===== src/wwd_pkg.sv =====
`default_nettype none
package wwd_pkg;

   localparam int          DATA_W         = 32;
   localparam int          CNT_W          = 16;
   localparam int          BYTE_W         = 8;
   localparam int          PRE_W          = 7;
   localparam int          PW_W           = 6;

   localparam logic [7:0]  OFS_CTRL       = 8'h00;
   localparam logic [7:0]  OFS_RELOAD     = 8'h04;
   localparam logic [7:0]  OFS_WINDOW     = 8'h08;
   localparam logic [7:0]  OFS_SERVICE    = 8'h0C;
   localparam logic [7:0]  OFS_COUNT      = 8'h10;
   localparam logic [7:0]  OFS_STATUS     = 8'h14;
   localparam logic [7:0]  OFS_MASK       = 8'h18;

   localparam int          CTRL_DIV_BIT   = 0;
   localparam int          CTRL_WEN_BIT   = 1;
   localparam int          CTRL_RUN_BIT   = 2;
   localparam logic [2:0]  CTRL_RESET     = 3'h0;
   localparam logic [7:0]  RELOAD_RESET   = 8'h00;
   localparam logic [7:0]  WINDOW_RESET   = 8'h00;

   localparam int          ST_TIMEOUT_BIT = 0;
   localparam int          ST_INVALID_BIT = 1;
   localparam int          ST_PWDONE_BIT  = 2;
   localparam int          ST_PWACT_BIT   = 8;
   localparam int          EV_W           = 3;
   localparam logic [2:0]  EV_RESET       = 3'h0;

   localparam logic [6:0]  PRE_LIM_FAST   = 7'h01;
   localparam logic [6:0]  PRE_LIM_SLOW   = 7'h7F;
   localparam logic [5:0]  PREWARN_COUNT  = 6'h30;
   localparam logic [15:0] CNT_MAX        = 16'hFFFF;
   localparam logic [7:0]  LOW_BYTE_ZERO  = 8'h00;

   localparam logic [1:0]  HTRANS_NONSEQ  = 2'h2;
   localparam logic [1:0]  HTRANS_SEQ     = 2'h3;

   typedef enum logic [1:0] {WWD_RUN, WWD_PREWARN, WWD_RESET} wwd_state_t;

endpackage
`default_nettype wire


===== src/wwd_tick_if.sv =====
`timescale 1ns/1ns
`default_nettype none
interface wwd_tick_if;
   logic div_sel;
   logic hold;
   logic tick;
   modport ctl (output div_sel, output hold, input tick);
   modport pre (input div_sel, input hold, output tick);
endinterface
`default_nettype wire


===== src/wwd_prescaler.sv =====
`timescale 1ns/1ns
`default_nettype none
module wwd_prescaler
   import wwd_pkg::*;
(
   input  wire logic clk,
   input  wire logic rst_n,
   wwd_tick_if.pre   tif
);

   logic [PRE_W-1:0] div_cnt;
   logic [PRE_W-1:0] limit;

   assign limit = tif.div_sel ? PRE_LIM_SLOW : PRE_LIM_FAST;

   // The count is held, not cleared, in debug so a resumed run keeps its phase.
   always_ff @(posedge clk)
   begin
      if (!rst_n)
      begin
         div_cnt <= '0;
         tif.tick <= 1'b0;
      end
      else if (tif.hold)
      begin
         tif.tick <= 1'b0;
      end
      else if (div_cnt >= limit)
      begin
         div_cnt <= '0;
         tif.tick <= 1'b1;
      end
      else
      begin
         div_cnt <= div_cnt + 1'b1;
         tif.tick <= 1'b0;
      end
   end

endmodule
`default_nettype wire


===== src/wwd_top.sv =====
// Function
// - Supervision counter is 16 bits, a high and a low byte cascaded.
// - Counter steps at peripheral clock divided by 2 or 128 per divider select.
// - Each valid service access in the run state loads the high byte from the reload high byte.
// - Each valid service access in the run state clears the low byte to zero.
// - After service the counter keeps counting up from the reloaded value.
// - Overflow without service sets timeout flag, raises NMI, enters prewarning.
// - Prewarning lasts 0x30 count ticks, then reset request is asserted.
// - A refresh inside the window enters prewarning without timeout flag.
// - Forbidden window spans 0x0000 up to window bound concatenated with 0x00.
// - Window bound above reload value shortens the effective service period.
// - In debug mode counting is suspended; a valid service access still reloads the counter.
`timescale 1ns/1ns
`default_nettype none
module wwd_top
   import wwd_pkg::*;
(
   input  wire logic              clk,
   input  wire logic              rst_n,
   input  wire logic              hsel,
   input  wire logic [31:0]       haddr,
   input  wire logic [1:0]        htrans,
   input  wire logic              hwrite,
   input  wire logic [2:0]        hsize,
   input  wire logic [31:0]       hwdata,
   input  wire logic              hready,
   output logic                   hreadyout,
   output logic                   hresp,
   output logic [31:0]            hrdata,
   input  wire logic              debug_mode,
   output logic                   nmi,
   output logic                   irq,
   output logic                   reset_request
);

   wwd_tick_if tif ();

   logic [2:0]        ctrl;
   logic [7:0]        reload_high_byte;
   logic [7:0]        window_bound;
   logic [EV_W-1:0]   status;
   logic [EV_W-1:0]   mask;
   logic [15:0]       supervision_counter;
   logic [PW_W-1:0]   prewarn_cnt;
   wwd_state_t        state;
   wwd_state_t        next_state;

   logic              wr_pend;
   logic [7:0]        wr_addr;
   logic              addr_ok;
   logic              wr_now;
   logic [31:0]       next_rdata;
   logic              service;
   logic              invalid_refresh;
   logic              overflow;
   logic              prewarn_done;
   logic [EV_W-1:0]   events;

   function automatic logic hit(input logic [7:0] a, input logic [7:0] ofs);
      hit = (a == ofs);
   endfunction

   // A set arriving with a write-one-to-clear survives the clear.
   function automatic logic [EV_W-1:0] sticky(input logic [EV_W-1:0] cur,
                                               input logic [EV_W-1:0] clr,
                                               input logic [EV_W-1:0] set);
      sticky = (cur & ~clr) | set;
   endfunction

   function automatic logic next_nmi(input logic [EV_W-1:0] st, input logic [EV_W-1:0] ev);
      next_nmi = st[ST_TIMEOUT_BIT] | ev[ST_TIMEOUT_BIT];
   endfunction

   wwd_prescaler u_pre
   (
      .clk   (clk),
      .rst_n (rst_n),
      .tif   (tif)
   );

   assign tif.div_sel = ctrl[CTRL_DIV_BIT];
   assign tif.hold    = debug_mode | ~ctrl[CTRL_RUN_BIT];

   assign hreadyout = 1'b1;
   assign hresp     = 1'b0;
   assign addr_ok   = hsel & hready & (htrans == HTRANS_NONSEQ || htrans == HTRANS_SEQ);
   assign wr_now    = wr_pend;

   // Address phase is captured; write data arrives one cycle later.
   always_ff @(posedge clk)
   begin
      if (!rst_n)
      begin
         wr_pend <= 1'b0;
         wr_addr <= 8'h00;
      end
      else if (hready)
      begin
         wr_pend <= addr_ok & hwrite;
         wr_addr <= {haddr[7:2], 2'b00};
      end
   end

   always_comb
   begin
      next_rdata = 32'h0000_0000;
      if (hit({haddr[7:2], 2'b00}, OFS_CTRL))
      begin
         next_rdata[2:0] = ctrl;
      end
      else if (hit({haddr[7:2], 2'b00}, OFS_RELOAD))
      begin
         next_rdata[7:0] = reload_high_byte;
      end
      else if (hit({haddr[7:2], 2'b00}, OFS_WINDOW))
      begin
         next_rdata[7:0] = window_bound;
      end
      else if (hit({haddr[7:2], 2'b00}, OFS_COUNT))
      begin
         next_rdata[15:0] = supervision_counter;
      end
      else if (hit({haddr[7:2], 2'b00}, OFS_STATUS))
      begin
         next_rdata[EV_W-1:0]    = status;
         next_rdata[ST_PWACT_BIT] = (state != WWD_RUN);
      end
      else if (hit({haddr[7:2], 2'b00}, OFS_MASK))
      begin
         next_rdata[EV_W-1:0] = mask;
      end
      else
      begin
         next_rdata = 32'h0000_0000;
      end
   end

   always_ff @(posedge clk)
   begin
      if (!rst_n)
      begin
         hrdata <= 32'h0000_0000;
      end
      else if (addr_ok & ~hwrite)
      begin
         hrdata <= next_rdata;
      end
   end

   always_ff @(posedge clk)
   begin
      if (!rst_n)
      begin
         ctrl             <= CTRL_RESET;
         reload_high_byte <= RELOAD_RESET;
         window_bound     <= WINDOW_RESET;
         mask             <= EV_RESET;
      end
      else if (wr_now)
      begin
         if (hit(wr_addr, OFS_CTRL))
         begin
            ctrl <= hwdata[2:0];
         end
         else if (hit(wr_addr, OFS_RELOAD))
         begin
            reload_high_byte <= hwdata[7:0];
         end
         else if (hit(wr_addr, OFS_WINDOW))
         begin
            window_bound <= hwdata[7:0];
         end
         else if (hit(wr_addr, OFS_MASK))
         begin
            mask <= hwdata[EV_W-1:0];
         end
      end
   end

   // A write to the service word is the refresh; its data are ignored.
   assign service = wr_now & hit(wr_addr, OFS_SERVICE) & (state == WWD_RUN);

   // Window end is exclusive, so a bound of zero disables the check.
   assign invalid_refresh = service & ctrl[CTRL_WEN_BIT]
                          & (supervision_counter < {window_bound, LOW_BYTE_ZERO});

   assign overflow = (state == WWD_RUN) & tif.tick & ~service
                   & (supervision_counter == CNT_MAX);

   assign prewarn_done = (state == WWD_PREWARN) & tif.tick
                       & (prewarn_cnt == PREWARN_COUNT - 6'h01);

   always_ff @(posedge clk)
   begin
      if (!rst_n)
      begin
         supervision_counter <= 16'h0000;
      end
      else if (service & ~invalid_refresh)
      begin
         supervision_counter <= {reload_high_byte, LOW_BYTE_ZERO};
      end
      else if (tif.tick & (state == WWD_RUN))
      begin
         supervision_counter <= supervision_counter + 16'h0001;
      end
   end

   always_comb
   begin
      next_state = state;
      case (state)
         WWD_RUN:
         begin
            if (overflow | invalid_refresh)
            begin
               next_state = WWD_PREWARN;
            end
         end
         WWD_PREWARN:
         begin
            if (prewarn_done)
            begin
               next_state = WWD_RESET;
            end
         end
         WWD_RESET:
         begin
            next_state = WWD_RESET;
         end
         default:
         begin
            next_state = WWD_RUN;
         end
      endcase
   end

   always_ff @(posedge clk)
   begin
      if (!rst_n)
      begin
         state <= WWD_RUN;
      end
      else
      begin
         state <= next_state;
      end
   end

   // Prewarning counts watchdog ticks, so debug mode stretches it too.
   always_ff @(posedge clk)
   begin
      if (!rst_n)
      begin
         prewarn_cnt <= '0;
      end
      else if (state != WWD_PREWARN)
      begin
         prewarn_cnt <= '0;
      end
      else if (tif.tick)
      begin
         prewarn_cnt <= prewarn_cnt + 6'h01;
      end
   end

   always_comb
   begin
      events                 = EV_RESET;
      events[ST_TIMEOUT_BIT] = overflow;
      events[ST_INVALID_BIT] = invalid_refresh;
      events[ST_PWDONE_BIT]  = prewarn_done;
   end

   always_ff @(posedge clk)
   begin
      if (!rst_n)
      begin
         status <= EV_RESET;
      end
      else
      begin
         status <= sticky(status, (wr_now & hit(wr_addr, OFS_STATUS)) ? hwdata[EV_W-1:0] : EV_RESET, events);
      end
   end

   // The NMI follows the timeout flag and cannot be masked.
   always_ff @(posedge clk)
   begin
      if (!rst_n)
      begin
         nmi           <= 1'b0;
         irq           <= 1'b0;
         reset_request <= 1'b0;
      end
      else
      begin
         nmi           <= next_nmi(status, events);
         irq           <= |(sticky(status, EV_RESET, events) & mask);
         reset_request <= (next_state == WWD_RESET);
      end
   end

endmodule
`default_nettype wire


===== config.mk =====
export PLATFORM = sky130hd
export DESIGN_NAME = wwd_top
export DESIGN_NICKNAME = d
export VERILOG_FILES = /design/src/wwd_pkg.sv /design/src/wwd_tick_if.sv /design/src/wwd_prescaler.sv /design/src/wwd_top.sv
export SDC_FILE = /design/constraint.sdc
export NUM_CORES = 1
export LEC_CHECK = 0
export ABC_AREA = 1
export BUFFER_PORTS_ARGS = -buffer_cell sky130_fd_sc_hd__buf_2
export CORE_ASPECT_RATIO = 1.2
export CORE_MARGIN = 1.5
export CORE_UTILIZATION = 54
export CTS_CLUSTER_DIAMETER = 200
export DETAILED_ROUTE_END_ITERATION = 12
export GPL_TIMING_DRIVEN = 0
export PLACE_DENSITY = 0.92
export SKIP_LAST_GASP = 1
export SYNTH_ARGS = -nofsm -noshare
export SYNTH_HDL_FRONTEND = slang
export SYNTH_HIERARCHICAL = 1
export SYNTH_SLANG_ARGS = --single-unit

===== constraint.sdc =====
create_clock -name clk -period 2.15 [get_ports clk]
set_clock_uncertainty 0.15 [all_clocks]
set_input_delay 0.43 -clock clk [delete_from_list [all_inputs] [get_ports clk]]
set_output_delay 0.43 -clock clk [all_outputs]
set_load 0.05 [all_outputs]

==> flow_metrics.py <==
metrics = {
    "die": {
        "fp-row-count": 36,
        "initial_core_util_pct": 55.25,
        "ios": 112,
        "fp.dieH_um": 102.8,
        "die_area_sq_mm": 0.008853,
        "core_area_sq_mm": 0.008108,
        "die_x_um": 86.14,
    },
    "cts": {
        "cts_sinks": 83,
        "cts_tree": "yes",
        "clkLatencyLatePin_ns": 0.38,
        "post_cts_buffers": 0,
        "htreeDepth": 3,
        "cts_resized": 0,
        "numCtsBuffers": 9,
        "cts_root_buf": "clkbuf_8",
        "clkTransAtPathRegs_ns": 0.08,
        "clock_path_buffers": 2,
        "holdBufCountCts": 0,
    },
    "yosys": {
        "synth_flop_cell": "dfxtp_1",
        "syn_area_sq_mm": 0.004479,
        "synth_edf_count": 0,
        "async_flop_share_pct": 0,
        "synth_seq_area_share_pct": 37.09,
        "synth_seq_cells": 83,
        "yosysWarnings": 6,
        "syn_inst": 631,
        "yosys.cell_types.count": 43,
        "synth_area_per_cell_sq_um": 7.099,
    },
    "grt": {
        "grt_overflow_total": 0,
        "antenna_found_initial": 0,
        "grt_pass1_wl_um": 18070,
        "grt_pass1_vias": 4094,
        "grt_max_degree": 15,
        "track_usage_pct": 25.91,
    },
    "sta": {
        "min_period_over_period_pct": 93.18,
        "slew_viol_final": 0,
        "final-setup-viol-count": 0,
        "relSlewSlack_pct": 49.71,
        "tns_ns": 0,
        "rsz0062_at_grt": "false",
        "worst_pin_slew_ns": 0.7544,
        "clock.fmax_mhz": 499.1,
        "hold_viol": 0,
        "min_period_ns": 2.003,
        "postLayoutSetupSlackWorst_ns": 0.1466,
    },
    "power_and_ir_drop": {
        "ir_drop_v": 0.0005100,
        "power_density_mw_per_mm2": 612.2,
        "power_leakage_nw": 2.173,
        "power_mw": 3.109,
    },
    "worst_setup_path": {
        "crit_fanout": 10,
        "startpoint_type": "register",
        "cp.arrival_ns": 2.09,
        "cp-end-kind": "register",
        "reg2reg_from": "supervision_counter[11]",
        "criticalPathCategory": "register to register",
        "worstPathRequired_ns": 2.24,
        "crit_path_start": "supervision_counter[11]",
    },
    "outcome": {
        "status": "complete, no violations",
    },
    "layout": {
        "fill_cells": 669,
        "syn2layout_area_growth_pct": 13.38,
        "layout_common_cells": "nand2_1 (135), dfxtp_1 (83), inv_1 (69), nor2_1 (63), a21oi_1 (54)",
        "final_nets": 788,
        "regArea_sq_mm": 0.001662,
        "num_antenna_cells": 0,
        "fin_area_sq_mm": 0.005079,
        "drive_gt1_share_pct": 18.52,
        "multiInputGateArea_sq_mm": 0.002331,
        "layout_commonest_cell": "nand2_1",
        "postLayoutCoreUtil_pct": 62.64,
    },
    "detailed_routing": {
        "wirelength_um": 10950,
        "drt-wirelength-per-cell_um": 13.74,
        "wl_met1_um": 4310,
        "wl_met3_um": 674,
        "vias": 4367,
        "ant_nets": 0,
        "drtIter0Drc": 322,
        "drt_pre_antenna_iters": 5,
        "top_layer": "met4",
        "wl_met2_um": 5529,
        "drc": 0,
        "vias_per_cell": 5.479,
    },
    "place": {
        "dpl.hpwl_um": 8153,
        "gp_congestion": 0.9227,
        "placed_cell_area_sq_mm": 0.004853,
        "post-place-ws_ns": 0.1883,
        "port_buffers": 39,
    },
    "hold_path": {
        "hp-class": "input pin to register",
        "hold_start": "haddr[4]",
    },
    "run": {
        "max_cap_viol_count": 0,
    },
}
[per-layer routing]
layer | track usage [%] | vias up
met5 | 0 | -
met4 | 16.13 | 0
met3 | 4.564 | 42
met2 | 46.40 | 173
met1 | 28.55 | 2012
li1 | - | 2140
[cell families (layout without fill, tap and decap cells)]
logic type	count (synthesis)	count (layout)	synth area share [%]
simple gates	286	286	29.72
buf+inv	118	173	12.21
compound gates	116	116	14.36
flops	83	83	37.09
fa+ha+maj	16	16	4.469
xor+xnor	9	9	1.760
other cells	2	18	0.1677
mux	1	1	0.2235
[flip-flops by register name, indices dropped and copies added, names as in the netlist]
signal	flops
hrdata	16
ctrl	3
wr_addr	6
supervision_counter	16
u_pre/tif.tick	1
u_pre/div_cnt	7
state	2
wr_now	1
reset_request	1
prewarn_cnt	6
window_bound	8
irq	1
mask	3
reload_high_byte	8
status	3
nmi	1
[layout make-up]
| cell class | count | area share, % |
|---|---|---|
| Tap cell | 95 | 2.340 |
| Timing Repair Buffer | 39 | 3.843 |
| Clock inverter | 6 | 1.725 |
| Sequential cell | 83 | 32.72 |
| Inverter | 84 | 6.479 |
| Buffer | 34 | 4.287 |
| Clock buffer | 10 | 2.710 |
| Multi-Input combinational cell | 446 | 45.90 |
[synthesized netlist by cell type (2+ instances only)]
cell type | count | share of area, %
buf_4 | 19 | 3.2
nand2_1 | 135 | 11
a21oi_1 | 54 | 6.0
nand2_2 | 5 | 0.70
ha_1 | 16 | 4.5
nand4_1 | 9 | 1.3
inv_1 | 69 | 5.8
o21ai_0 | 40 | 4.5
o221ai_1 | 3 | 0.59
nor3b_1 | 2 | 0.34
conb_1 | 2 | 0.17
dfxtp_1 | 83 | 37
inv_2 | 14 | 1.2
nand3_4 | 2 | 0.78
a31oi_1 | 3 | 0.42
buf_2 | 6 | 0.67
nor2_2 | 4 | 0.56
nand3_2 | 8 | 1.8
xor2_1 | 8 | 1.6
clkbuf_1 | 7 | 0.59
nand3_1 | 38 | 4.2
or2_1 | 2 | 0.28
nor3_1 | 10 | 1.1
nor2_1 | 63 | 5.3
nor2_4 | 2 | 0.50
o211ai_1 | 3 | 0.50
a21oi_2 | 8 | 1.6
[worst paths after layout]
kind	cells past startpoint	slack [ns]	endpoint
min	3	0.19	wr_addr[4]
min reg2reg	2	0.32	hrdata[3]
max reg2reg	10	0.15	supervision_counter[15]
max	10	0.15	supervision_counter[15]
[worst max-delay path: stages, from the launching register on]
cell and delay, ns:
dfxtp_1 0.53, ha_1 0.31, a21oi_1 0.15, nand2_1 0.06
nand2_1 0.11, nand3_4 0.12, nand2_8 0.11, buf_8 0.15
nand2_1 0.06, nand2_1 0.06, a21oi_2 0.05
[power breakdown]
group / switching, mW / internal [mW]
Clock: 0.597 / 0.688
Sequential: 0.0102 / 1.55
Combinational: 0.191 / 0.0707
Total: 0.799 / 2.31
[metrics by stage]
step,hold WS (ns),cells
floorplan,0.2941,647
global placement,0.3004,781
detailed placement,0.3073,781
CTS,0.1693,797
global route,0.1813,797
finish,0.1856,797
Note: power is estimated with default switching activity, not from simulation.
